`config.mk`:
```
export PLATFORM = sky130hd
export DESIGN_NAME = asp_top
export DESIGN_NICKNAME = d
export VERILOG_FILES = /design/src/asp_top.v
export VERILOG_INCLUDE_DIRS = /design/src
export SDC_FILE = /design/constraint.sdc
export NUM_CORES = 1
export LEC_CHECK = 0
export BUFFER_PORTS_ARGS = -buffer_cell sky130_fd_sc_hd__buf_4
export CORE_MARGIN = 2
export CORE_UTILIZATION = 50
export CTS_CLUSTER_SIZE = 40
export DETAILED_ROUTE_END_ITERATION = 16
export GPL_ROUTABILITY_DRIVEN = 0
export MAX_ROUTING_LAYER = met4
export PLACE_DENSITY_LB_ADDON = 0.25
export SLEW_MARGIN = 20
export SYNTH_ARGS = -nofsm -noshare
export SYNTH_HDL_FRONTEND = slang
export SYNTH_SLANG_ARGS = --single-unit
```
`constraint.sdc`:
```
create_clock -name clk_sys_i -period 4.2 [get_ports clk_sys_i]
set_clock_uncertainty 0.1 [all_clocks]
set_input_delay 0.21 -clock clk_sys_i [delete_from_list [all_inputs] [get_ports clk_sys_i]]
set_output_delay 0.21 -clock clk_sys_i [all_outputs]
set_load 0.02 [all_outputs]
```
`src/asp_defs.vh`:
```
/*
 * Constants for the addressable serial port: register word indices,
 * bit positions, reset values and bit-timing counts.
 * Assumes inclusion by the design file only; definitions only.
 */
`ifndef ASP_DEFS_VH
`define ASP_DEFS_VH

// word index on the avalon address bus
`define ASP_ADR_TXSC   3'h0
`define ASP_ADR_RXSC   3'h1
`define ASP_ADR_BAUD   3'h2
`define ASP_ADR_TXDATA 3'h3
`define ASP_ADR_RXBUF  3'h4
`define ASP_ADR_PORT   3'h5

// tx_status_control bits
`define ASP_TX_CLKSRC 7
`define ASP_TX_NINE   6
`define ASP_TX_EN     5
`define ASP_TX_SYNC   4
`define ASP_TX_HIGH   2
`define ASP_TX_EMPTY  1
`define ASP_TX_NINTH  0

// rx_status_control bits
`define ASP_RX_PORTEN 7
`define ASP_RX_NINE   6
`define ASP_RX_SINGLE 5
`define ASP_RX_CONT   4
`define ASP_RX_ADRDET 3

// port control bit
`define ASP_PORT_OD 0

// reset values
`define ASP_TXSC_RST 8'h02
`define ASP_RXSC_RST 8'h00
`define ASP_BAUD_RST 8'h00
`define ASP_PORT_RST 8'h00

// timing: 16 samples per async bit, low speed adds a divide by 4
`define ASP_SAMP_LAST  4'hF
`define ASP_VOTE_A     4'h7
`define ASP_VOTE_B     4'h8
`define ASP_VOTE_C     4'h9
`define ASP_PRESC_LAST 2'h3
// sync master: 4 baud ticks per bit, clock high in phases 2 and 3
`define ASP_PH_RISE    2'h1
`define ASP_PH_FALL    2'h3

// one-hot receive states
`define ASP_RX_IDLE  4'h1
`define ASP_RX_START 4'h2
`define ASP_RX_DATA  4'h4
`define ASP_RX_STOP  4'h8

`endif

```
`src/asp_top.v`:
```
/*
 * Addressable serial port: async full duplex, sync master and sync
 * slave half duplex, 8/9-bit frames, address detect, baud generator,
 * Avalon-MM register slave with waitrequest.
 * Assumes one 10 MHz clock; pin inputs synchronous to it; the bench
 * resolves the two pins from the out/oe pairs.
 */
// Our own choices: the placing of the registers and the Avalon-MM register port.
`timescale 1ns/100ps
`include "asp_defs.vh"

// Summary of operation
// - async, sync master, sync slave modes
// - port_enable clear holds port in reset
// - data pin direction switched by hardware
// - open-drain transmit pin drives only low
// - clock_source_sel picks master or slave clock
// - tx_nine_bit_sel selects 9-bit transmit
// - tx_enable; receive enables override it in sync
// - clocked_mode_sel picks sync; bit 3 zero
// - high_speed_sel picks async divisor
// - tx_shift_empty read-only, resets to one
// - tx_ninth_bit is transmitted ninth bit
// - rx_nine_bit_sel selects 9-bit receive
// - single_rx_enable: one master word, self-clearing
// - cont_rx_enable receives, beats single_rx_enable
// - async 9-bit address detect keeps only ninth-bit-one frames
// - framing_err follows the buffered word
// - overrun_err cleared by clearing cont_rx_enable or port_enable
// - rx_ninth_bit holds received ninth bit
// - 8-bit free-running baud timer, all modes
// - divisor write restarts baud timer
// - rate divides by 64, 16, 4 times n+1
// - three samples per async bit, majority vote

module asp_top (
    input  wire        clk_sys_i,
    input  wire        rst_i,
    input  wire [2:0]  avs_address_i,
    input  wire        avs_read_i,
    input  wire        avs_write_i,
    input  wire [31:0] avs_writedata_i,
    output reg  [31:0] avs_readdata_o,
    output reg         avs_waitrequest_o,
    input  wire        transmit_or_clock_pin_i,
    output reg         transmit_or_clock_pin_o,
    output reg         transmit_or_clock_pin_oe_o,
    input  wire        receive_or_data_pin_i,
    output reg         receive_or_data_pin_o,
    output reg         receive_or_data_pin_oe_o
);

    // reset images, sliced per field below
    localparam [7:0] TXSC_RST = `ASP_TXSC_RST;
    localparam [7:0] RXSC_RST = `ASP_RXSC_RST;
    localparam [7:0] PORT_RST = `ASP_PORT_RST;

    // software registers
    reg        clock_source_sel_reg;
    reg        tx_nine_bit_sel_reg;
    reg        tx_enable_reg;
    reg        clocked_mode_sel_reg;
    reg        high_speed_sel_reg;
    reg        tx_ninth_bit_reg;
    reg        port_enable_reg;
    reg        rx_nine_bit_sel_reg;
    reg        single_rx_enable_reg;
    reg        cont_rx_enable_reg;
    reg        addr_detect_en_reg;
    reg        framing_err_reg;
    reg        overrun_err_reg;
    reg        rx_ninth_bit_reg;
    reg [7:0]  baud_divisor_reg;
    reg        tx_open_drain_sel_reg;
    reg [7:0]  receive_buffer_reg;
    reg        rx_full_reg;
    reg [8:0]  tx_hold_reg;
    reg        tx_hold_full_reg;

    // engine state
    reg [7:0]  baud_cnt_reg;
    reg [1:0]  presc_reg;
    reg [1:0]  phase_reg;
    reg        ck_prev_reg;
    reg [10:0] tx_shift_reg;
    reg [3:0]  tx_left_reg;
    reg        tx_busy_reg;
    reg [3:0]  tx_samp_reg;
    reg [3:0]  rx_state_reg;
    reg [3:0]  rx_samp_reg;
    reg [3:0]  rx_bits_reg;
    reg [8:0]  rx_shift_reg;
    reg        vote_a_reg;
    reg        vote_b_reg;

    wire wr_acc   = avs_write_i & ~avs_waitrequest_o;
    wire rd_acc   = avs_read_i & ~avs_waitrequest_o;
    wire en       = port_enable_reg;
    wire sync     = clocked_mode_sel_reg;
    wire master   = sync & clock_source_sel_reg;
    wire baud_wr  = wr_acc & (avs_address_i == `ASP_ADR_BAUD);
    wire rd_rxbuf = rd_acc & (avs_address_i == `ASP_ADR_RXBUF);
    wire wr_txd   = wr_acc & (avs_address_i == `ASP_ADR_TXDATA);

    // receive enables win over tx_enable in sync modes
    wire sync_rx  = sync & (cont_rx_enable_reg |
                    (single_rx_enable_reg & master));
    wire baud_tick = (baud_cnt_reg == baud_divisor_reg);
    // low speed: 4 ticks per sample gives 64(n+1) per bit
    wire samp_tick = baud_tick &
        (high_speed_sel_reg | (presc_reg == `ASP_PRESC_LAST));

    // sync clock events: own clock when master, pin edges when slave
    wire run      = master & (sync_rx | tx_busy_reg);
    wire ck_rise  = master ? (run & baud_tick &
                              (phase_reg == `ASP_PH_RISE))
                           : (transmit_or_clock_pin_i & ~ck_prev_reg);
    wire ck_fall  = master ? (run & baud_tick &
                              (phase_reg == `ASP_PH_FALL))
                           : (~transmit_or_clock_pin_i & ck_prev_reg);

    wire [3:0] rx_nbits = rx_nine_bit_sel_reg ? 4'h9 : 4'h8;
    wire [3:0] tx_nbits = tx_nine_bit_sel_reg ? 4'h9 : 4'h8;
    wire rx_pin = receive_or_data_pin_i;
    wire maj = (vote_a_reg & vote_b_reg) | (vote_a_reg & rx_pin) |
               (vote_b_reg & rx_pin);
    wire vote_pt = samp_tick & (rx_samp_reg == `ASP_VOTE_C);
    wire bit_end = samp_tick & (rx_samp_reg == `ASP_SAMP_LAST);
    wire rx_bit  = sync ? rx_pin : maj;
    wire [8:0] rx_new = {rx_bit, rx_shift_reg[8:1]};

    wire tx_load = en & tx_hold_full_reg & ~tx_busy_reg &
                   tx_enable_reg & ~sync_rx;

    // word completion, shared by async and sync receivers
    reg        rx_done;
    reg        rx_framing_err;
    reg [8:0]  rx_word;
    always @* begin
        rx_done = 1'b0;
        rx_framing_err = 1'b0;
        rx_word = rx_nine_bit_sel_reg ? rx_shift_reg
                                      : {1'b0, rx_shift_reg[8:1]};
        if (sync) begin
            if (sync_rx & ck_rise & (rx_bits_reg == rx_nbits - 4'h1)) begin
                rx_done = 1'b1;
                rx_word = rx_nine_bit_sel_reg ? rx_new
                                              : {1'b0, rx_new[8:1]};
            end
        end else if ((rx_state_reg == `ASP_RX_STOP) & vote_pt) begin
            rx_framing_err = ~maj;
            // address detect drops frames whose ninth bit is clear
            rx_done = ~(rx_nine_bit_sel_reg & addr_detect_en_reg &
                        ~rx_shift_reg[8]);
        end
    end

    // a read of the buffer in the same edge frees it for the new word
    wire buf_busy = rx_full_reg & ~rd_rxbuf;
    wire rx_store = rx_done & ~buf_busy;
    wire rx_ovr   = rx_done & buf_busy;

    // pin drive, registered below
    reg ck_lvl;
    reg ck_drv;
    reg dt_lvl;
    reg dt_drv;
    always @* begin
        ck_lvl = 1'b0;
        ck_drv = 1'b0;
        dt_lvl = 1'b0;
        dt_drv = 1'b0;
        if (en) begin
            if (!sync) begin
                ck_lvl = tx_busy_reg ? tx_shift_reg[0] : 1'b1;
                ck_drv = 1'b1;
            end else begin
                ck_lvl = run & phase_reg[1];
                ck_drv = master;
                dt_lvl = tx_shift_reg[0];
                dt_drv = tx_busy_reg & ~sync_rx;
            end
        end
        if (tx_open_drain_sel_reg) begin
            ck_drv = ck_drv & ~ck_lvl;
            ck_lvl = 1'b0;
        end
    end

    reg [7:0] rd_val;
    always @* begin
        case (avs_address_i)
            `ASP_ADR_TXSC:
                rd_val = {clock_source_sel_reg, tx_nine_bit_sel_reg,
                          tx_enable_reg, clocked_mode_sel_reg, 1'b0,
                          high_speed_sel_reg, ~tx_busy_reg,
                          tx_ninth_bit_reg};
            `ASP_ADR_RXSC:
                rd_val = {port_enable_reg, rx_nine_bit_sel_reg,
                          single_rx_enable_reg, cont_rx_enable_reg,
                          addr_detect_en_reg, framing_err_reg,
                          overrun_err_reg, rx_ninth_bit_reg};
            `ASP_ADR_BAUD:   rd_val = baud_divisor_reg;
            `ASP_ADR_TXDATA: rd_val = tx_hold_reg[7:0];
            `ASP_ADR_RXBUF:  rd_val = receive_buffer_reg;
            `ASP_ADR_PORT:
                rd_val = {5'h00, rx_full_reg, tx_hold_full_reg,
                          tx_open_drain_sel_reg};
            default:         rd_val = 8'h00;
        endcase
    end

    // bus slave: one wait cycle, then the access edge
    always @(posedge clk_sys_i or posedge rst_i) begin
        if (rst_i) begin
            avs_waitrequest_o <= 1'b1;
            avs_readdata_o    <= 32'h00000000;
        end else begin
            avs_waitrequest_o <= ~((avs_read_i | avs_write_i) &
                                   avs_waitrequest_o);
            if (avs_read_i & avs_waitrequest_o) begin
                avs_readdata_o <= {24'h000000, rd_val};
            end
        end
    end

    // software-visible registers
    always @(posedge clk_sys_i or posedge rst_i) begin
        if (rst_i) begin
            {clock_source_sel_reg, tx_nine_bit_sel_reg, tx_enable_reg,
             clocked_mode_sel_reg} <= TXSC_RST[7:4];
            high_speed_sel_reg    <= TXSC_RST[`ASP_TX_HIGH];
            tx_ninth_bit_reg      <= TXSC_RST[`ASP_TX_NINTH];
            {port_enable_reg, rx_nine_bit_sel_reg, single_rx_enable_reg,
             cont_rx_enable_reg, addr_detect_en_reg} <= RXSC_RST[7:3];
            baud_divisor_reg      <= `ASP_BAUD_RST;
            tx_open_drain_sel_reg <= PORT_RST[`ASP_PORT_OD];
        end else begin
            if (rx_done & sync & ~cont_rx_enable_reg) begin
                single_rx_enable_reg <= 1'b0;
            end
            if (wr_acc) begin
                case (avs_address_i)
                    `ASP_ADR_TXSC: begin
                        clock_source_sel_reg <=
                            avs_writedata_i[`ASP_TX_CLKSRC];
                        tx_nine_bit_sel_reg  <=
                            avs_writedata_i[`ASP_TX_NINE];
                        tx_enable_reg        <=
                            avs_writedata_i[`ASP_TX_EN];
                        clocked_mode_sel_reg <=
                            avs_writedata_i[`ASP_TX_SYNC];
                        high_speed_sel_reg   <=
                            avs_writedata_i[`ASP_TX_HIGH];
                        tx_ninth_bit_reg     <=
                            avs_writedata_i[`ASP_TX_NINTH];
                    end
                    `ASP_ADR_RXSC: begin
                        port_enable_reg      <=
                            avs_writedata_i[`ASP_RX_PORTEN];
                        rx_nine_bit_sel_reg  <=
                            avs_writedata_i[`ASP_RX_NINE];
                        // a software set beats the hardware clear
                        single_rx_enable_reg <=
                            avs_writedata_i[`ASP_RX_SINGLE];
                        cont_rx_enable_reg   <=
                            avs_writedata_i[`ASP_RX_CONT];
                        addr_detect_en_reg   <=
                            avs_writedata_i[`ASP_RX_ADRDET];
                    end
                    `ASP_ADR_BAUD:
                        baud_divisor_reg <= avs_writedata_i[7:0];
                    `ASP_ADR_PORT:
                        tx_open_drain_sel_reg <=
                            avs_writedata_i[`ASP_PORT_OD];
                    default: begin
                    end
                endcase
            end
        end
    end

    // baud generator and sync clock phase
    always @(posedge clk_sys_i or posedge rst_i) begin
        if (rst_i) begin
            baud_cnt_reg <= 8'h00;
            presc_reg    <= 2'h0;
            phase_reg    <= 2'h0;
            ck_prev_reg  <= 1'b0;
        end else if (!en || baud_wr) begin
            baud_cnt_reg <= 8'h00;
            presc_reg    <= 2'h0;
            phase_reg    <= 2'h0;
            ck_prev_reg  <= transmit_or_clock_pin_i;
        end else begin
            ck_prev_reg  <= transmit_or_clock_pin_i;
            baud_cnt_reg <= baud_tick ? 8'h00
                                      : baud_cnt_reg + 8'h01;
            if (baud_tick) begin
                presc_reg <= presc_reg + 2'h1;
            end
            if (!run) begin
                phase_reg <= 2'h0;
            end else if (baud_tick) begin
                phase_reg <= phase_reg + 2'h1;
            end
        end
    end

    // transmit holding register and shift register
    always @(posedge clk_sys_i or posedge rst_i) begin
        if (rst_i) begin
            tx_hold_reg      <= 9'h000;
            tx_hold_full_reg <= 1'b0;
            tx_shift_reg     <= 11'h7FF;
            tx_left_reg      <= 4'h0;
            tx_busy_reg      <= 1'b0;
            tx_samp_reg      <= 4'h0;
        end else if (!en) begin
            tx_hold_full_reg <= 1'b0;
            tx_shift_reg     <= 11'h7FF;
            tx_left_reg      <= 4'h0;
            tx_busy_reg      <= 1'b0;
            tx_samp_reg      <= 4'h0;
        end else begin
            if (wr_txd) begin
                tx_hold_reg      <= {tx_ninth_bit_reg,
                                     avs_writedata_i[7:0]};
                tx_hold_full_reg <= 1'b1;
            end else if (tx_load) begin
                tx_hold_full_reg <= 1'b0;
            end
            if (tx_load) begin
                tx_busy_reg <= 1'b1;
                tx_samp_reg <= 4'h0;
                if (sync) begin
                    tx_shift_reg <= {2'h3, tx_hold_reg};
                    tx_left_reg  <= tx_nbits;
                end else begin
                    // start bit low, data lsb first, stop bit high
                    tx_shift_reg <= tx_nine_bit_sel_reg ?
                        {1'b1, tx_hold_reg, 1'b0} :
                        {2'h3, tx_hold_reg[7:0], 1'b0};
                    tx_left_reg  <= tx_nbits + 4'h2;
                end
            end else if (tx_busy_reg) begin
                if (sync ? ck_fall
                         : (samp_tick &&
                            tx_samp_reg == `ASP_SAMP_LAST)) begin
                    tx_shift_reg <= {1'b1, tx_shift_reg[10:1]};
                    tx_left_reg  <= tx_left_reg - 4'h1;
                    if (tx_left_reg == 4'h1) begin
                        tx_busy_reg <= 1'b0;
                    end
                end
                if (samp_tick) begin
                    tx_samp_reg <= tx_samp_reg + 4'h1;
                end
            end
        end
    end

    // receiver: async state machine or sync shift on clock rise
    always @(posedge clk_sys_i or posedge rst_i) begin
        if (rst_i) begin
            rx_state_reg <= `ASP_RX_IDLE;
            rx_samp_reg  <= 4'h0;
            rx_bits_reg  <= 4'h0;
            rx_shift_reg <= 9'h000;
            vote_a_reg   <= 1'b1;
            vote_b_reg   <= 1'b1;
        end else if (!en || (sync ? !sync_rx : !cont_rx_enable_reg)) begin
            rx_state_reg <= `ASP_RX_IDLE;
            rx_samp_reg  <= 4'h0;
            rx_bits_reg  <= 4'h0;
        end else if (sync) begin
            if (ck_rise) begin
                rx_shift_reg <= rx_new;
                rx_bits_reg  <= rx_done ? 4'h0 : rx_bits_reg + 4'h1;
            end
        end else begin
            if (samp_tick) begin
                rx_samp_reg <= rx_samp_reg + 4'h1;
                if (rx_samp_reg == `ASP_VOTE_A) begin
                    vote_a_reg <= rx_pin;
                end
                if (rx_samp_reg == `ASP_VOTE_B) begin
                    vote_b_reg <= rx_pin;
                end
            end
            case (rx_state_reg)
                `ASP_RX_IDLE: begin
                    rx_samp_reg <= 4'h0;
                    rx_bits_reg <= 4'h0;
                    if (!rx_pin) begin
                        rx_state_reg <= `ASP_RX_START;
                    end
                end
                `ASP_RX_START: begin
                    if (vote_pt && maj) begin
                        rx_state_reg <= `ASP_RX_IDLE;  // glitch, not start
                    end else if (bit_end) begin
                        rx_state_reg <= `ASP_RX_DATA;
                    end
                end
                `ASP_RX_DATA: begin
                    if (vote_pt) begin
                        rx_shift_reg <= rx_new;
                        rx_bits_reg  <= rx_bits_reg + 4'h1;
                    end
                    if (bit_end && rx_bits_reg == rx_nbits) begin
                        rx_state_reg <= `ASP_RX_STOP;
                    end
                end
                `ASP_RX_STOP: begin
                    // finish at mid stop bit to catch the next start
                    if (vote_pt) begin
                        rx_state_reg <= `ASP_RX_IDLE;
                    end
                end
                default: rx_state_reg <= `ASP_RX_IDLE;
            endcase
        end
    end

    // receive buffer and error flags
    always @(posedge clk_sys_i or posedge rst_i) begin
        if (rst_i) begin
            receive_buffer_reg <= 8'h00;
            rx_full_reg        <= 1'b0;
            framing_err_reg    <= 1'b0;
            overrun_err_reg    <= 1'b0;
            rx_ninth_bit_reg   <= 1'b0;
        end else if (!en) begin
            rx_full_reg     <= 1'b0;
            framing_err_reg <= 1'b0;
            overrun_err_reg <= 1'b0;
        end else begin
            if (rx_store) begin
                receive_buffer_reg <= rx_word[7:0];
                rx_ninth_bit_reg   <= rx_word[8];
                framing_err_reg    <= rx_framing_err;
                rx_full_reg        <= 1'b1;
            end else if (rd_rxbuf) begin
                rx_full_reg <= 1'b0;
            end
            // a new overrun wins over a clear in the same edge
            if (rx_ovr) begin
                overrun_err_reg <= 1'b1;
            end else if (!cont_rx_enable_reg) begin
                overrun_err_reg <= 1'b0;
            end
        end
    end

    // pins straight from flops; mode picks the drive
    always @(posedge clk_sys_i or posedge rst_i) begin
        if (rst_i) begin
            transmit_or_clock_pin_o    <= 1'b0;
            transmit_or_clock_pin_oe_o <= 1'b0;
            receive_or_data_pin_o      <= 1'b0;
            receive_or_data_pin_oe_o   <= 1'b0;
        end else begin
            transmit_or_clock_pin_o    <= ck_lvl;
            transmit_or_clock_pin_oe_o <= ck_drv;
            receive_or_data_pin_o      <= dt_lvl;
            receive_or_data_pin_oe_o   <= dt_drv;
        end
    end

endmodule

```
==> results_dict.tcl <==
set metrics [dict create \
    leakage_nw 3.11 \
    min-delay-path-class "primary input to flip-flop" \
    antenna_cells 0 \
    n_fill_cell 1093 \
    critical_path_class "flip-flop to flip-flop" \
    final-setup-viol-count 0 \
    die_y_um 117 \
    clock_latency_ns 0.36 \
    die_w_um 117 \
    synth_cell_types 81 \
    drc 0 \
    cts_buffer_depth 2 \
    cpPeakStageDelay_ns 0.95 \
    post_cts_buffers 0 \
    synth_edf_count 0 \
    synthSimpleGateAreaFrac 0.153 \
    ant_nets 0 \
    path_cells "o21ai_0 -> nor2_1 -> a21oi_1 -> o21bai_1 -> mux2_1" \
    core_area_um2 12500 \
    run_status "completed" \
    num_vias 4507 \
    clk_pin_slew_ns 0.07 \
    finalMaxSlewViolations 0 \
    ys_async_sr_fraction 1.00 \
    cp.arrival_ns 2.95 \
    synthXorXnorAreaFrac 0.0399 \
    final_hold_viol_count 0 \
    grt_overflow 0 \
    tritoncts "built" \
    fin_nets 661 \
    post-route-util 0.557 \
    power_density_nw_per_um2 441 \
    whs_ns 0.0160 \
    fin_crit_ns 2.81 \
    crit_path_end_kind "flip-flop" \
    synth_top_family_by_area "multiplexers" \
    start_kind "flip-flop" \
    syn_inst 586 \
    dominantRegCellSynth "dfrtp_1" \
    htree_levels 3 \
    ir_drop_v 0.000295 \
    grt_max_degree 44 \
    ys_warn_count 0 \
    routedWlPerCell_um 17.7 \
    mostFrequentLayoutCell "dfrtp_1" \
    cp_slowest_cell "dfrtp_1" \
    postCtsHoldBufs 5 \
    synth-adder-area-share 0.0233 \
    fin_setup_tns_ns 0 \
    max_cap_viol_count 0 \
    ctsResizeCount 0 \
    slew_headroom 0.390 \
    rsz0062_at_grt "false" \
    seq_area_frac_synth 0.437 \
    rows 41 \
    avgSynthCellArea_um2 10.8 \
    cts-root-buf "clkbuf_16" \
    tightestPinTransition_ns 0.906 \
    dr.first_iter.drc_count 281 \
    synthMuxAreaShare 0.170 \
    area_growth_pct 9.97 \
    path_max_fanout 27 \
    drive_gt1_frac 0.251 \
    synth_seq_cells 110 \
    antenna_found_initial 0 \
    port_buffers 29 \
    initial_core_util 0.506 \
    gr-usage-all-layers 0.224 \
    hpwlAfterDp_um 10000 \
    grt_pass1_vias 4342 \
    final_cell_mix "dfrtp_1 (96), mux2_2 (49), nand2_1 (48)" \
    grt_pass1_wl_um 22800 \
    synth.cell_area_um2 6340 \
    required_ns 4.34 \
    synth-compound-area-share 0.118 \
    pin_count 78 \
    largest_reg_flops 10 \
    clock-sinks 110 \
    routed_wl_um 13900 \
    cts_made_buffers 9 \
    firstDrtPassIters 5 \
    dieArea_um2 13600 \
    period_share 0.670 \
    viasPerCell 5.73 \
    fmax_ghz 0.356 \
]
==> worst paths after layout <==
path,startpoint,end,slack [ns],cells past startpoint
worst max-delay path,en$_DFFE_PP0P_,rx_shift_reg[0]$_DFFE_PP0P_,1.39,5
worst max register to register,en$_DFFE_PP0P_,rx_shift_reg[0]$_DFFE_PP0P_,1.39,5
worst min-delay path,avs_writedata_i[3],tx_hold_reg[3]$_DFFE_PP0P_,0.02,2
max in group asynchronous,rst_i,tx_shift_reg[9]$_DFFE_PP1P_,2.80,4
worst min register to register,tx_left_reg[3]$_DFFE_PP0P_,tx_left_reg[3]$_DFFE_PP0P_,0.39,1
min in group asynchronous,rst_i,avs_readdata_o[2]$_DFFE_PP0P_,0.30,3
==> report_power, final <==
part,leakage (nW),total (mW),switching [mW],internal (mW)
clock network,0.157,0.938,0.412,0.526
registers,1.43,1.40,0.210,1.19
logic,1.53,0.740,0.422,0.318
total,3.11,3.08,1.04,2.03
==> layout make-up <==
cell class,instances,area [µm²],share of cell area
tap,172,215,0.0309
clock inverter,7,97.6,0.0140
multi-input combinational,430,3290,0.472
inverter,21,81.3,0.0117
timing repair buffer,37,290,0.0417
clock buffer,9,225,0.0323
sequential,110,2770,0.398
==> per-stage QoR <==
step,power (mW),cell area [µm²],setup slack (ns),cells
finish,3.08,6970,1.39,786
global route,3.22,6970,1.12,786
CTS,3.09,6970,1.40,786
detailed placement,2.15,6600,1.41,765
global placement,2.12,6600,1.42,765
floorplan,1.95,6420,1.01,609
==> routing by layer <==
metal	wire length, µm	vias up	global-route usage	share of wire
met2	6560	124	0.350	0.47
met4	328	0	0.0839	0.024
li1	-	2110	-	-
met1	6490	2251	0.302	0.47
met3	557	22	0.0270	0.040
met5	0	-	-	0
==> kinds of logic (layout without fill, tap and decap cells) <==
logic type,after synthesis,count (layout)
buffers and inverters,69,74
adder cells (fa/ha/maj),12,12
AO/OA/AOI/OAI,103,103
other,1,24
flip-flops,110,110
AND/OR/NAND/NOR,173,173
multiplexers,96,96
XOR/XNOR,22,22
==> cells in the mapped netlist (6+ instances only) <==
library cell / instances / area share
xor2_1: 10 / 0.014
mux2_4: 8 / 0.019
o21ai_0: 21 / 0.017
o211ai_1: 10 / 0.012
a21oi_1: 17 / 0.013
buf_4: 24 / 0.028
ha_1: 11 / 0.022
mux2i_1: 35 / 0.055
nor3_1: 10 / 0.0079
clkbuf_1: 15 / 0.0089
xnor2_2: 8 / 0.021
dfrtp_1: 96 / 0.38
dfstp_2: 14 / 0.058
inv_1: 21 / 0.012
nand2_1: 48 / 0.028
buf_2: 6 / 0.0047
nor2_1: 40 / 0.024
mux2_2: 49 / 0.087
nand3_1: 22 / 0.017
==> critical path: cells and delay by family (launching register included) <==
kind,cells,cell delay (ns)
AOI/OAI and AO/OA,3,0.98
muxes,1,0.41
and+or+nand+nor,1,0.25
DFF,1,0.95
(Power assumes the default switching activity.)
